### src/common/mdio_access_defines.vh
// Register map, field layout and timing constants of the PHY access engine
`ifndef MDIO_ACCESS_DEFINES_VH
`define MDIO_ACCESS_DEFINES_VH

// APB register byte offsets
`define OFS_ACCESS0      12'h000
`define OFS_ACCESS1      12'h004
`define OFS_CONTROL      12'h008
`define OFS_RAW          12'h00c
`define OFS_MASKED       12'h010
`define OFS_MASK_SET     12'h014
`define OFS_MASK_CLR     12'h018
`define OFS_RESPONDED    12'h01c

// user_access_reg fields
`define UA_GO            31
`define UA_WRITE         30
`define UA_ACK           29
`define UA_REG_HI        25
`define UA_REG_LO        21
`define UA_PHY_HI        20
`define UA_PHY_LO        16
`define UA_DATA_HI       15
`define UA_DATA_LO       0
// Bits software may write: go, write, reg, phy, data
`define UA_WR_MASK       32'hc3ffffff

// Control register fields
`define CTL_ENABLE       30
`define CTL_PREAMBLE_OFF 20
`define CTL_DIV_HI       15
`define CTL_DIV_LO       0
`define CTL_DIV_RESET    16'h00ff

// Frame layout, counted in bit slots
`define PRE_BITS         6'd32
`define FRAME_BITS       6'd32
`define TA_FIRST_BIT     6'd14
`define TA_SECOND_BIT    6'd15
`define DATA_FIRST_BIT   6'd16

// Frame header constants
`define SOF_CODE         2'b01
`define OP_WRITE         2'b01
`define OP_READ          2'b10
`define TA_WRITE         2'b10

`endif

### src/logic/pin_sync.v
// Two-flop synchroniser for one external level
`timescale 1ns/100ps
module pin_sync (
	input  wire i_clk_sys,
	input  wire i_rst,
	input  wire i_async,
	output wire o_sync
);
	reg meta_reg;
	reg sync_reg;

	// First stage feeds only the second stage
	always @(posedge i_clk_sys) begin
		if (i_rst) begin
			meta_reg <= 1'b1;
			sync_reg <= 1'b1;
		end else begin
			meta_reg <= i_async;
			sync_reg <= meta_reg;
		end
	end

	assign o_sync = sync_reg;
endmodule // pin_sync

### src/logic/mdc_divider.v
// Management clock divider producing clock level and edge strobes
`timescale 1ns/100ps
`include "mdio_access_defines.vh"
module mdc_divider (
	input  wire        i_clk_sys,
	input  wire        i_rst,
	input  wire        i_run,
	input  wire [15:0] i_div,
	output reg         o_mdc,
	output reg         o_rise,
	output reg         o_fall
);
	reg [15:0] count_reg;

	// Half period is div+1 system clocks; idle clock rests low
	always @(posedge i_clk_sys) begin
		if (i_rst || !i_run) begin
			count_reg <= 16'h0000;
			o_mdc     <= 1'b0;
			o_rise    <= 1'b0;
			o_fall    <= 1'b0;
		end else if (count_reg >= i_div) begin
			count_reg <= 16'h0000;
			o_mdc     <= ~o_mdc;
			o_rise    <= ~o_mdc;
			o_fall    <= o_mdc;
		end else begin
			count_reg <= count_reg + 16'h0001;
			o_rise    <= 1'b0;
			o_fall    <= 1'b0;
		end
	end
endmodule // mdc_divider

### src/logic/mdio_user_phy_access.v
// PHY register access engine with APB registers and management bus master
//
// Summary of operation
// - One write with go starts a read
// - Read data lands in issuing slot
// - Completion clears go; ack shows PHY answer
// - Completion sets raw bit of that slot
// - Unmasked completion sets masked bit, interrupts
// - One write with go and write starts write
// - Pending slots served round robin
// - User reads update responded map
`timescale 1ns/100ps
`include "mdio_access_defines.vh"
module mdio_user_phy_access (
	input  wire        i_clk_sys,
	input  wire        i_rst,
	input  wire        i_psel,
	input  wire        i_penable,
	input  wire        i_pwrite,
	input  wire [11:0] i_paddr,
	input  wire [31:0] i_pwdata,
	output reg  [31:0] o_prdata,
	output reg         o_pready,
	output reg         o_pslverr,
	output reg         o_mdc,
	output reg         o_mdio_out,
	output reg         o_mdio_oe,
	input  wire        i_mdio_in,
	output reg         o_irq
);
	// One-hot engine states
	localparam ST_IDLE = 4'b0001;
	localparam ST_PRE  = 4'b0010;
	localparam ST_SHIFT = 4'b0100;
	localparam ST_DONE = 4'b1000;

	// Register file and engine state
	reg [31:0] access_reg [0:1];
	reg [31:0] control_reg;
	reg [1:0]  raw_reg;
	reg [1:0]  mask_reg;
	reg [31:0] responded_reg;
	reg [3:0]  state_reg;
	reg        slot_reg;
	reg        last_reg;
	reg [5:0]  bit_reg;
	reg [31:0] shift_reg;
	reg [15:0] rdata_reg;
	reg        ack_reg;
	reg        write_op_reg;

	// Decodes, strobes and divider outputs
	wire       mdio_sync;
	wire       mdc_lvl;
	wire       mdc_rise;
	wire       mdc_fall;
	wire       setup;
	wire       wr_acc;
	wire [1:0] pend;
	wire       pick;
	wire       busy;
	wire       done_evt;
	wire       wr_access0;
	wire       wr_access1;
	wire       wr_control;
	wire       wr_mask_set;
	wire       wr_mask_clr;
	wire       wr_raw;
	wire [4:0] done_phy;
	reg  [31:0] rd_mux;

	// Address match helper shared by all register decodes
	function hit;
		input [11:0] addr;
		input [11:0] ofs;
		begin
			hit = (addr == ofs);
		end
	endfunction

	// Frame header for the chosen slot: sof, opcode, phy, reg, ta, data
	function [31:0] frame_word;
		input [31:0] ua;
		begin
			frame_word = {`SOF_CODE,
				ua[`UA_WRITE] ? `OP_WRITE : `OP_READ,
				ua[`UA_PHY_HI:`UA_PHY_LO], ua[`UA_REG_HI:`UA_REG_LO],
				`TA_WRITE, ua[`UA_DATA_HI:`UA_DATA_LO]};
		end
	endfunction

	// Line from the PHY crosses into the system clock here
	pin_sync u_sync (
		.i_clk_sys (i_clk_sys),
		.i_rst     (i_rst),
		.i_async   (i_mdio_in),
		.o_sync    (mdio_sync)
	);

	// Clock runs only while a frame is in flight
	mdc_divider u_div (
		.i_clk_sys (i_clk_sys),
		.i_rst     (i_rst),
		.i_run     (busy),
		.i_div     (control_reg[`CTL_DIV_HI:`CTL_DIV_LO]),
		.o_mdc     (mdc_lvl),
		.o_rise    (mdc_rise),
		.o_fall    (mdc_fall)
	);

	// APB decode; single-cycle answer
	assign setup  = i_psel && !i_penable;
	assign wr_acc = i_psel && i_penable && i_pwrite;
	assign pend   = {access_reg[1][`UA_GO], access_reg[0][`UA_GO]};
	// Alternate after last served slot when both wait
	assign pick   = (pend == 2'b11) ? ~last_reg : pend[1];
	assign busy   = (state_reg == ST_PRE) || (state_reg == ST_SHIFT);
	assign done_evt = (state_reg == ST_DONE);

	// Write strobes, one per writable register, valid at the access edge only
	assign wr_access0  = wr_acc && o_pready && hit(i_paddr, `OFS_ACCESS0);
	assign wr_access1  = wr_acc && o_pready && hit(i_paddr, `OFS_ACCESS1);
	assign wr_control  = wr_acc && o_pready && hit(i_paddr, `OFS_CONTROL);
	assign wr_mask_set = wr_acc && o_pready && hit(i_paddr, `OFS_MASK_SET);
	assign wr_mask_clr = wr_acc && o_pready && hit(i_paddr, `OFS_MASK_CLR);
	assign wr_raw      = wr_acc && o_pready && hit(i_paddr, `OFS_RAW);

	// PHY address of the frame being retired
	assign done_phy = access_reg[slot_reg][`UA_PHY_HI:`UA_PHY_LO];

	// Read data mux
	always @* begin
		// Unmapped addresses read as zero
		rd_mux = 32'h00000000;
		if (hit(i_paddr, `OFS_ACCESS0))
			rd_mux = access_reg[0];
		else if (hit(i_paddr, `OFS_ACCESS1))
			rd_mux = access_reg[1];
		else if (hit(i_paddr, `OFS_CONTROL))
			rd_mux = control_reg;
		else if (hit(i_paddr, `OFS_RAW))
			rd_mux = {30'h00000000, raw_reg};
		else if (hit(i_paddr, `OFS_MASKED))
			rd_mux = {30'h00000000, raw_reg & mask_reg};
		// Mask set and clear both read back the mask
		else if (hit(i_paddr, `OFS_MASK_SET) || hit(i_paddr, `OFS_MASK_CLR))
			rd_mux = {30'h00000000, mask_reg};
		else if (hit(i_paddr, `OFS_RESPONDED))
			rd_mux = responded_reg;
	end

	// APB answer registers; addresses above the responded register return slverr
	// Read data follows the setup address, so it stands with ready
	always @(posedge i_clk_sys) begin
		if (i_rst) begin
			o_pready  <= 1'b0;
			o_prdata  <= 32'h00000000;
			o_pslverr <= 1'b0;
		end else begin
			o_pready  <= setup;
			o_prdata  <= rd_mux;
			o_pslverr <= setup && (i_paddr > `OFS_RESPONDED);
		end
	end

	// Control, mask and raw status; hardware set wins over clear
	always @(posedge i_clk_sys) begin
		if (i_rst) begin
			control_reg <= {16'h0000, `CTL_DIV_RESET};
			mask_reg    <= 2'b00;
			raw_reg     <= 2'b00;
		end else begin
			if (wr_control)
				control_reg <= i_pwdata;
			if (wr_mask_set)
				mask_reg <= mask_reg | i_pwdata[1:0];
			else if (wr_mask_clr)
				mask_reg <= mask_reg & ~i_pwdata[1:0];
			// Set wins, so a completion is never lost to a clear
			if (done_evt)
				raw_reg <= (raw_reg & ~(wr_raw ? i_pwdata[1:0] : 2'b00))
					| (slot_reg ? 2'b10 : 2'b01);
			else if (wr_raw)
				raw_reg <= raw_reg & ~i_pwdata[1:0];
		end
	end

	// Access slots: software writes only while idle; engine completes
	always @(posedge i_clk_sys) begin
		if (i_rst) begin
			access_reg[0] <= 32'h00000000;
			access_reg[1] <= 32'h00000000;
		end else begin
			// A slot with go set refuses software writes until done
			if (wr_access0 && !access_reg[0][`UA_GO])
				access_reg[0] <= i_pwdata & `UA_WR_MASK;
			if (wr_access1 && !access_reg[1][`UA_GO])
				access_reg[1] <= i_pwdata & `UA_WR_MASK;
			// Ack only means something for reads; writes leave it clear
			if (done_evt) begin
				access_reg[slot_reg][`UA_GO] <= 1'b0;
				access_reg[slot_reg][`UA_ACK] <= !write_op_reg && ack_reg;
				// Write frames keep the data software gave
				if (!write_op_reg)
					access_reg[slot_reg][`UA_DATA_HI:`UA_DATA_LO]
						<= rdata_reg;
			end
		end
	end

	// Frame engine: preamble, header, turnaround, data
	always @(posedge i_clk_sys) begin
		if (i_rst) begin
			state_reg    <= ST_IDLE;
			slot_reg     <= 1'b0;
			last_reg     <= 1'b1;
			bit_reg      <= 6'd0;
			shift_reg    <= 32'h00000000;
			rdata_reg    <= 16'h0000;
			ack_reg      <= 1'b0;
			write_op_reg <= 1'b0;
			responded_reg <= 32'h00000000;
		end else begin
			case (state_reg)
			ST_IDLE: begin
				// Requests wait here while the engine is disabled
				if (control_reg[`CTL_ENABLE] && (pend != 2'b00)) begin
					slot_reg     <= pick;
					write_op_reg <= access_reg[pick][`UA_WRITE];
					shift_reg    <= frame_word(access_reg[pick]);
					bit_reg      <= 6'd0;
					ack_reg      <= 1'b0;
					state_reg    <= control_reg[`CTL_PREAMBLE_OFF] ?
						ST_SHIFT : ST_PRE;
				end
			end
			ST_PRE: begin
				// Preamble of ones, counted on falling edges
				if (mdc_fall) begin
					if (bit_reg == `PRE_BITS - 6'd1) begin
						bit_reg   <= 6'd0;
						state_reg <= ST_SHIFT;
					end else
						bit_reg <= bit_reg + 6'd1;
				end
			end
			ST_SHIFT: begin
				// PHY data sampled at rising management clock
				if (mdc_rise && !write_op_reg) begin
					if (bit_reg == `TA_SECOND_BIT)
						ack_reg <= !mdio_sync;
					else if (bit_reg >= `DATA_FIRST_BIT)
						rdata_reg <= {rdata_reg[14:0], mdio_sync};
				end
				// Next bit goes out after the fall, settled by the rise
				if (mdc_fall) begin
					shift_reg <= {shift_reg[30:0], 1'b0};
					if (bit_reg == `FRAME_BITS - 6'd1)
						state_reg <= ST_DONE;
					else
						bit_reg <= bit_reg + 6'd1;
				end
			end
			ST_DONE: begin
				// Results written back; served slot loses priority
				last_reg  <= slot_reg;
				state_reg <= ST_IDLE;
				if (!write_op_reg)
					responded_reg[done_phy] <= ack_reg;
			end
			default: state_reg <= ST_IDLE;
			endcase
		end
	end

	// Pin drivers; the bus is released during read turnaround and data
	// Outputs are registered, so the pins lag the engine by one clock
	always @(posedge i_clk_sys) begin
		if (i_rst) begin
			o_mdc      <= 1'b0;
			o_mdio_out <= 1'b1;
			o_mdio_oe  <= 1'b0;
		end else begin
			o_mdc      <= mdc_lvl;
			o_mdio_out <= (state_reg == ST_SHIFT) ? shift_reg[31] : 1'b1;
			o_mdio_oe  <= (state_reg == ST_PRE) ||
				((state_reg == ST_SHIFT) &&
				(write_op_reg || bit_reg < `TA_FIRST_BIT));
		end
	end

	// Level interrupt while any unmasked completion is pending
	// Registered, so irq trails the status bits by one clock
	always @(posedge i_clk_sys) begin
		if (i_rst)
			o_irq <= 1'b0;
		else
			o_irq <= |(raw_reg & mask_reg);
	end
endmodule // mdio_user_phy_access

### config.mk
export PLATFORM = sky130hd
export DESIGN_NAME = mdio_user_phy_access
export DESIGN_NICKNAME = d
export VERILOG_FILES = /design/src/logic/pin_sync.v /design/src/logic/mdc_divider.v /design/src/logic/mdio_user_phy_access.v
export VERILOG_INCLUDE_DIRS = /design/src /design/src/common
export SDC_FILE = /design/constraint.sdc
export NUM_CORES = 1
export LEC_CHECK = 0
export ABC_CLOCK_PERIOD_IN_PS = 2750
export BUFFER_PORTS_ARGS = -buffer_cell sky130_fd_sc_hd__buf_2
export CORE_MARGIN = 5
export CORE_UTILIZATION = 40
export CTS_CLUSTER_DIAMETER = 80
export DETAILED_ROUTE_END_ITERATION = 12
export MAX_ROUTING_LAYER = met4
export PLACE_DENSITY = 0.6
export SLEW_MARGIN = 10
export SYNTH_ARGS = -nofsm -noshare
export SYNTH_HDL_FRONTEND = slang
export SYNTH_HIERARCHICAL = 1
export SYNTH_SLANG_ARGS = --single-unit
### constraint.sdc
create_clock -name i_clk_sys -period 2.75 [get_ports i_clk_sys]
set_input_delay 0 -clock i_clk_sys [delete_from_list [all_inputs] [get_ports i_clk_sys]]
set_output_delay 0 -clock i_clk_sys [all_outputs]
set_load 0.05 [all_outputs]
# Word-level counts from Yosys, hierarchy flattened
# Memory sizes are Yosys's and may differ from the RTL's. A register that Yosys moved wholly into a read port is not among the register bits.
# Cells that the tools add are included.
[word_totals]
inputBits = 50
reg_bits = 189
wordCells = 175
ram_bits = 58
mem_count = 1
out_inout_bits = 38
[mem_list]
columns = ["name", "words", "word_bits", "read_ports", "rd_ports_with_merged_regs", "wr", "line_no", "text"]
rows = [
  ["access_reg", 2, 29, 4, 1, 3, "mdio_user_phy_access.v:38", "reg [31:0] access_reg [0:1];"],
]
[op_classes]
bitwise = 16
order_cmp = 6
n_addsub = 2
mux = 57
eq_ne = 22
n_reduce_logical = 46
[ops]
columns = ["op", "count"]
rows = [
  ["32-bit 2-to-1 mux", 9],
  ["32-bit one-hot mux with 2 select lines", 1],
  ["29-bit 2-to-1 mux", 2],
  ["12-bit by 5-bit equality test with 1-bit output, second input constant", 4],
  ["32-bit bitwise mux", 1],
  ["6-bit 2-to-1 mux", 5],
  ["12-bit by 4-bit equality test with 1-bit output, second input constant", 2],
  ["1-bit 2-to-1 mux", 22],
  ["4-bit 2-to-1 mux", 5],
  ["1-bit logical AND", 18],
  ["6-bit one-hot mux with 3 select lines", 1],
  ["16-bit by 1-bit adder with 16-bit output, second input constant", 1],
  ["16-bit greater-or-equal comparator", 1],
  ["2-bit 2-to-1 mux", 7],
  ["12-bit by 3-bit equality test with 1-bit output, second input constant", 1],
  ["12-bit by 5-bit > comparator with 1-bit output, second input constant", 1],
  ["12-bit zero test", 1],
  ["2-bit by 1-bit inequality test with 1-bit output, second input constant", 6],
  ["4-bit one-hot mux with 3 select lines", 1],
  ["5-bit AND reduction", 2],
  ["2-bit AND", 4],
  ["4-bit AND reduction", 2],
  ["2-bit nonzero test", 4],
  ["2-bit OR reduction", 4],
  ["other kinds (25)", 44],
]

# Longest topological paths before layout
# Gate-level depths: netlist (run 1).
[depth]
word_depth = 9
ltp_mapped = 8
ltp_nobuf = 7

# Cells and area by module
# The synthesis (run 1) kept the hierarchy.
[by_module_without_submodules]
columns = ["mod", "cells_per_inst", "area_per_inst_um2", "seq_area_each_um2", "instances"]
rows = [
  ["mdio_user_phy_access", 1127, 10327.4, 5104.9, 1],
  ["mdc_divider", 135, 1161.1, 380.4, 1],
  ["pin_sync", 4, 52.6, 40.0, 1],
]

# Worst setup path after synthesis (run 1)
# No wires, ideal clock.
[synth_timing]
path_kind = "register to register"
from = "register o_pready"
to = "memory access_reg[1][0] in the netlist's numbering (enable)"
stages_incl_launch_ff = 6
setup_slack_ns = -0.461
n_path_buf = 1
t_arrival_ns = 2.836
required_ns = 2.375
synth_period_minus_slack_ns = 3.211
setup_time_ns = 0.375
path_cell_list = "dfxtp_1 -> nand4_1 -> or3_1 -> clkbuf_1 -> o21ai_0 -> nand2b_1"
[synth_rtl]
columns = ["element", "line_no", "text"]
rows = [
  ["from (decl)", "mdio_user_phy_access.v:23", "output reg o_pready,"],
  ["from (signal assigned)", "mdio_user_phy_access.v:160", "o_pready <= setup;"],
  ["to (decl)", "mdio_user_phy_access.v:38", ""],
]

# Final worst setup path (run 1)
[layout_timing]
from = "register o_pready"
to = "register control_reg[9]"
[layout_via]
elab_chain_cells = 2
[layout_rtl]
columns = ["element", "line_no", "text"]
rows = [
  ["1-bit logical AND (2 in a row)", "mdio_user_phy_access.v:123", "assign wr_control = wr_acc && o_pready && hit(i_paddr, `OFS_CONTROL);"],
  ["to (signal assigned)", "mdio_user_phy_access.v:169", "control_reg <= {16'h0000, `CTL_DIV_RESET};"],
  ["to (signal assigned)", "mdio_user_phy_access.v:174", "control_reg <= i_pwdata;"],
  ["to (decl)", "mdio_user_phy_access.v:39", "reg [31:0] control_reg;"],
]
# No other way between the ends.
# A chain may end at the register's enable or synchronous reset.

==> impl_metrics.env, run 1 <==
export IMPL_fmax_mhz=415
export IMPL_wl_per_cell_um=20.0
export IMPL_dieArea_um2=32300
export IMPL_antenna_found_initial=0
export IMPL_grt_overflow_total=0
export IMPL_rrSetupSlack_ns=0.34
export IMPL_grt_pass1_vias=9857
export IMPL_path_buf_inv=2
export IMPL_final_max_slew_violation_count=0
export IMPL_crit_type="reg2reg"
export IMPL_first_pass_iters=5
export IMPL_drive_gt1_frac=0.175
export IMPL_timing_final_crit_share=0.876
export IMPL_leakagePower_uw=0.00494
export IMPL_critPathRequiredTime_ns=3.17
export IMPL_met3_length_mm=2.62
export IMPL_cts_tree="done"
export IMPL_track_usage=0.217
export IMPL_dp_hpwl_mm=24.9
export IMPL_crit_path_start_kind="register"
export IMPL_finClkSkew_ns=0.0119
export IMPL_cts_sinks=248
export IMPL_grt_max_degree=57
export IMPL_fin_nets=1443
export IMPL_path_delay_family="buffers and inverters"
export IMPL_arrival_ns=2.83
export IMPL_route_detailed_drc=0
export IMPL_drt_initial_drc_count=794
export IMPL_hp_class="in2reg"
export IMPL_viasPerCell=5.69
export IMPL_cp_slowest_cell="dlygate4sd3_1"
export IMPL_cts_setup_buffers=0
export IMPL_cts_buffers=28
export IMPL_dp_cells=1683
export IMPL_path_max_fanout=35
export IMPL_largest_reg_flops=58
export IMPL_rows=62
export IMPL_synth_edf_count=56
export IMPL_insertion_delay_ns=0.54
export IMPL_clk_pin_slew_ns=0.06
export IMPL_initial_core_util=0.403
export IMPL_drt_total_wl_mm=35.6
export IMPL_post_cts_resized=0
export IMPL_outcome="complete, no violations"
export IMPL_die_w_um=180
export IMPL_hold_viol_final=0
export IMPL_n_antenna_cell=0
export IMPL_io_buffer_count=87
export IMPL_ys_flop_type="dfxtp_1"
export IMPL_ys_async_sr_fraction=0
export IMPL_route_met2_wl_mm=15.8
export IMPL_core_area_um2=28600
export IMPL_fin_crit_ns=2.41
export IMPL_top_layer="met4"
export IMPL_wl_met1_mm=16.3
export IMPL_syn_cell_area_um2=11500
export IMPL_syn_mean_instance_area_um2=9.12
export IMPL_ys_ff_latch=248
export IMPL_rsz0062_at_grt="no"
export IMPL_fin_tns_setup_ns=0
export IMPL_yosys_cell_types_count=75
export IMPL_num_vias=10100
export IMPL_cp_end_kind="register"
export IMPL_cts_buffer_depth=3
export IMPL_drv_cap=0
export IMPL_areaGrowthSynthToFinish_pct=18.9
export IMPL_slowest_delay_ns=0.56
export IMPL_grt_pass1_wl_mm=55.7
export IMPL_synthCells=1266
export IMPL_fp_dieH_um=180
export IMPL_clockRootBuffer="clkbuf_16"
export IMPL_p_per_area_nw_per_um2=551
export IMPL_post_layout_nonfiller_instances=1781
export IMPL_maxSlewHeadroom=0.462
export IMPL_h_tree_depth=1
export IMPL_finalSetupViolCount=0
export IMPL_final_antenna_net_count=0
export IMPL_ys_seq_area_frac=0.479
export IMPL_place_gp_congestion=0.922
export IMPL_path_cells="nand4_1, or3_1, buf_4, o21ai_0, a21oi_1, dlygate4sd3_1"
export IMPL_max_slew_worst_pin_slew_ns=0.801
export IMPL_synth_nets=1334
export IMPL_yosys_warnings=6
export IMPL_ios=88
export IMPL_peakVddDrop_uv=373
synth_stat cells (all sizes together) (27+ instances only):
| cell type | number | area share |
|---|---|---|
| a21oi | 107 | 0.046 |
| a32o | 27 | 0.023 |
| buf | 30 | 0.015 |
| clkbuf | 64 | 0.021 |
| dfxtp | 192 | 0.33 |
| edfxtp | 56 | 0.15 |
| mux2i | 44 | 0.038 |
| nand2 | 121 | 0.039 |
| nand3 | 93 | 0.040 |
| nor2 | 56 | 0.019 |
| o21ai | 163 | 0.071 |
| or2 | 31 | 0.017 |
cells by family (layout without fill, tap and decap cells):
logic type / Yosys count / count (layout) / synth area share
and+or+nand+nor: 426 / 426 / 0.191
AOI/OAI and AO/OA: 390 / 390 / 0.211
DFF: 248 / 248 / 0.479
buffers and inverters: 119 / 250 / 0.0442
muxes: 50 / 50 / 0.0440
adders and majority gates: 18 / 18 / 0.0195
xor gates and xnor gates: 15 / 15 / 0.0114
tightest hold or removal path, stage by stage:
cell     delay, ns
buf_2         0.22
nand3_1       0.13
o31ai_1       0.06
a21oi_1       0.12
per-stage QoR:
| stage | worst slack [ns] | hold slack [ns] | power, uW | instance area, um^2 | utilization |
|---|---|---|---|---|---|
| final | 0.341 | 0.0315 | 7560 | 13700 | 0.479 |
| after global placement | 0.544 | 0.180 | 4120 | 12400 | 0.433 |
| after CTS | 0.420 | 0.00430 | 7620 | 13700 | 0.479 |
| after global routing | 0.245 | 0.0544 | 7810 | 13700 | 0.479 |
| after detailed placement | 0.476 | 0.183 | 4120 | 12400 | 0.433 |
| after floorplan | 0.0609 | 0.0804 | 3980 | 11500 | - |
per-layer routing:
layer | GRT usage | vias to the layer above
li1 | - | 4850
met3 | 0.0323 | 68
met5 | - | -
met2 | 0.331 | 371
met4 | 0.0558 | 0
met1 | 0.305 | 4847
timing repair:
action	in CTS	in global routing
hold endpoints to repair	108	0
setup endpoints to repair	0	0
hold buffers	46	0
final cells by class:
cell class | instances | area, um^2
clock inverter | 15 | 71.3
multi-input combinational | 899 | 5550
sequential | 248 | 5530
inverter | 25 | 93.8
tap | 384 | 480
timing repair buffer | 173 | 1210
fill | 2725 | 14900
clock buffer | 37 | 786
path summary, 6_finish.rpt:
| check | startpoint | endpoint | depth (start not counted) |
|---|---|---|---|
| worst max-delay path | o_pready$_SDFF_PP0_ | control_reg[9]$_SDFFE_PP0P_ | 6 |
| worst min-delay path | i_paddr[3] | raw_reg[1]$_SDFFE_PP0P_ | 4 |
| worst max register to register | o_pready$_SDFF_PP0_ | control_reg[9]$_SDFFE_PP0P_ | 6 |
| worst min register to register | u_sync/meta_reg$_SDFF_PP1_ | u_sync/o_sync$_SDFF_PP1_ | 1 |
report_power, final:
group          switching, uW  internal (uW)  leakage, uW
Clock                   1470           1990     0.000428
Combinational            206            117      0.00238
Sequential              22.7           3750      0.00214
layout by cell type, fill, tap and decap left out, types with 40 or more instances in the layout:
master           n
mux2i_1         44
buf_2           86
edfxtp_1        56
o21ai_0        161
nand2_1        121
nand3_1         93
nor2_1          52
dlygate4sd3_1   46
a21oi_1        107
dfxtp_1        192
buf_4           40
Power figures use the tool's default switching activity.
==> inputs of run 2 (changes only) <==
==> constraint.sdc (replaced) <==
create_clock -name i_clk_sys -period 2.75 [get_ports i_clk_sys]
set_input_delay 0.1375 -clock i_clk_sys [delete_from_list [all_inputs] [get_ports i_clk_sys]]
set_output_delay 0.1375 -clock i_clk_sys [all_outputs]
set_load 0.05 [all_outputs]
==> impl_metrics.env, run 2 (synthesized netlist as in run 1, its figures left out) <==
export IMPL_hold_viol_final=0
export IMPL_stdcell_area_um2=13600
export IMPL_grt_pass1_wl_mm=55.0
export IMPL_critPathRequiredTime_ns=3.03
export IMPL_rows=62
export IMPL_drt_total_wl_mm=35.4
export IMPL_fp_dieH_um=180
export IMPL_fin_crit_ns=2.26
export IMPL_rrSetupSlack_ns=0.49
export IMPL_hp_class="in2reg"
export IMPL_max_slew_worst_pin_slew_ns=1.01
export IMPL_largest_reg_flops=58
export IMPL_grt_overflow_total=0
export IMPL_r2r_end="access_reg[0][2]$_DFFE_PP_"
export IMPL_fmax_mhz=443
export IMPL_io_buffer_count=87
export IMPL_num_vias=10200
export IMPL_path_max_fanout=16
export IMPL_areaGrowthSynthToFinish_pct=18.2
export IMPL_cts_buffer_depth=3
export IMPL_r2r_start="state_reg[1]$_SDFFE_PP0P_"
export IMPL_maxSlewHeadroom=0.326
export IMPL_place_gp_congestion=0.918
export IMPL_insertion_delay_ns=0.54
export IMPL_core_area_um2=28600
export IMPL_drt_initial_drc_count=879
export IMPL_die_w_um=180
export IMPL_drv_cap=0
export IMPL_dieArea_um2=32300
export IMPL_clk_pin_slew_ns=0.06
export IMPL_cp_endpoint="access_reg[0][2]$_DFFE_PP_"
export IMPL_timing_final_crit_share=0.821
export IMPL_finClkSkew_ns=0.0173
export IMPL_initial_core_util=0.403
export IMPL_final_max_slew_violation_count=0
export IMPL_finalSetupViolCount=0
export IMPL_p_per_area_nw_per_um2=567
export IMPL_cp_end_kind="register"
export IMPL_cts_buffers=28
export IMPL_track_usage=0.214
export IMPL_reg2reg_depth=4
export IMPL_leakagePower_uw=0.00489
export IMPL_cts_tree="done"
export IMPL_h_tree_depth=1
export IMPL_mostFrequentLayoutCells="192 x dfxtp_1, 161 x o21ai_0, 121 x nand2_1, 107 x a21oi_1, 93 x nand3_1"
export IMPL_final_common_cell="dfxtp_1"
export IMPL_viasPerCell=5.75
export IMPL_clockRootBuffer="clkbuf_16"
export IMPL_arrival_ns=2.54
export IMPL_grt_max_degree=50
export IMPL_grt_pass1_vias=9534
export IMPL_fin_nets=1430
export IMPL_crit_type="reg2reg"
export IMPL_cts_sinks=248
export IMPL_ios=88
export IMPL_postPlaceCellArea_um2=12400
export IMPL_startpoint="state_reg[1]$_SDFFE_PP0P_"
export IMPL_dp_hpwl_mm=24.6
export IMPL_route_detailed_drc=0
export IMPL_crit_path_start_kind="register"
export IMPL_drive_gt1_frac=0.176
export IMPL_wl_per_cell_um=20.0
export IMPL_peakVddDrop_uv=458
export IMPL_outcome="complete, no violations"
export IMPL_first_pass_iters=5
export IMPL_fin_tns_setup_ns=0
export IMPL_rsz0062_at_grt="no"
export IMPL_post_cts_resized=0
export IMPL_antenna_found_initial=2
export IMPL_final_antenna_net_count=0
## run 2: cell types whose count changed in the layout (fill, tap and decap cells not counted), sizes merged
cell and change:
dlygate4sd3 -10, clkinv -8, clkbuf +6, buf -3, diode +2, bufinv +1, inv +1
## run 2: timing repair
action,CTS,global route
hold endpoints to repair,85,0
buffers inserted,0,0
hold buffers,36,0
## run 2: report_power, final
part / total [uW] / internal [uW] / switching [uW]
sequential: 3770 / 3750 / 21.6
clock: 3660 / 2170 / 1490
combinational: 313 / 112 / 202
## run 2: cell type report
type,instances,area [um^2]
Tap cell,384,480
Timing Repair Buffer,160,1080
Antenna cell,2,5.00
Multi-Input combinational cell,899,5550
Inverter,25,93.8
Clock inverter,9,76.3
Sequential cell,248,5530
Fill cell,2743,15000
Clock buffer,43,830
## run 2: metal layers
metal / vias to the layer above / part of all wire / GRT usage
li1: 4834 / - / -
met1: 4926 / 0.45 / 0.307
met2: 380 / 0.45 / 0.323
met3: 43 / 0.079 / 0.0360
met4: 0 / 0.015 / 0.0411
met5: - / 0 / -
## run 2: critical path, stage by stage, from the launching register on
cell     delay [ns]
dfxtp_1        0.39
or4b_4         0.67
or4_1          0.49
buf_4          0.23
a31o_1         0.22
## run 2: worst min-delay path by stage
| stage | from | end | cells past startpoint |
|---|---|---|---|
| after floorplan | i_rst | u_div/o_rise$_SDFF_PP0_ | 1 |
| after global placement | i_mdio_in | u_sync/meta_reg$_SDFF_PP1_ | 2 |
| after detailed placement | i_mdio_in | u_sync/meta_reg$_SDFF_PP1_ | 2 |
| after CTS | i_paddr[7] | o_pslverr$_SDFF_PP0_ | 3 |
| after global routing | i_paddr[7] | o_pslverr$_SDFF_PP0_ | 3 |
| final | i_paddr[10] | o_pslverr$_SDFF_PP0_ | 3 |
## run 2: through the flow
step	instances	total power, uW	utilization	worst slack (ns)	hold WS (ns)
after floorplan	1266	3980	-	0.0609	0.218
after global placement	1680	4120	0.432	0.534	0.321
after detailed placement	1680	4120	0.432	0.518	0.325
after CTS	1768	7810	0.476	0.507	0.0149
after global routing	1770	8010	0.476	0.364	0.0568
final	1770	7740	0.476	0.493	0.0452
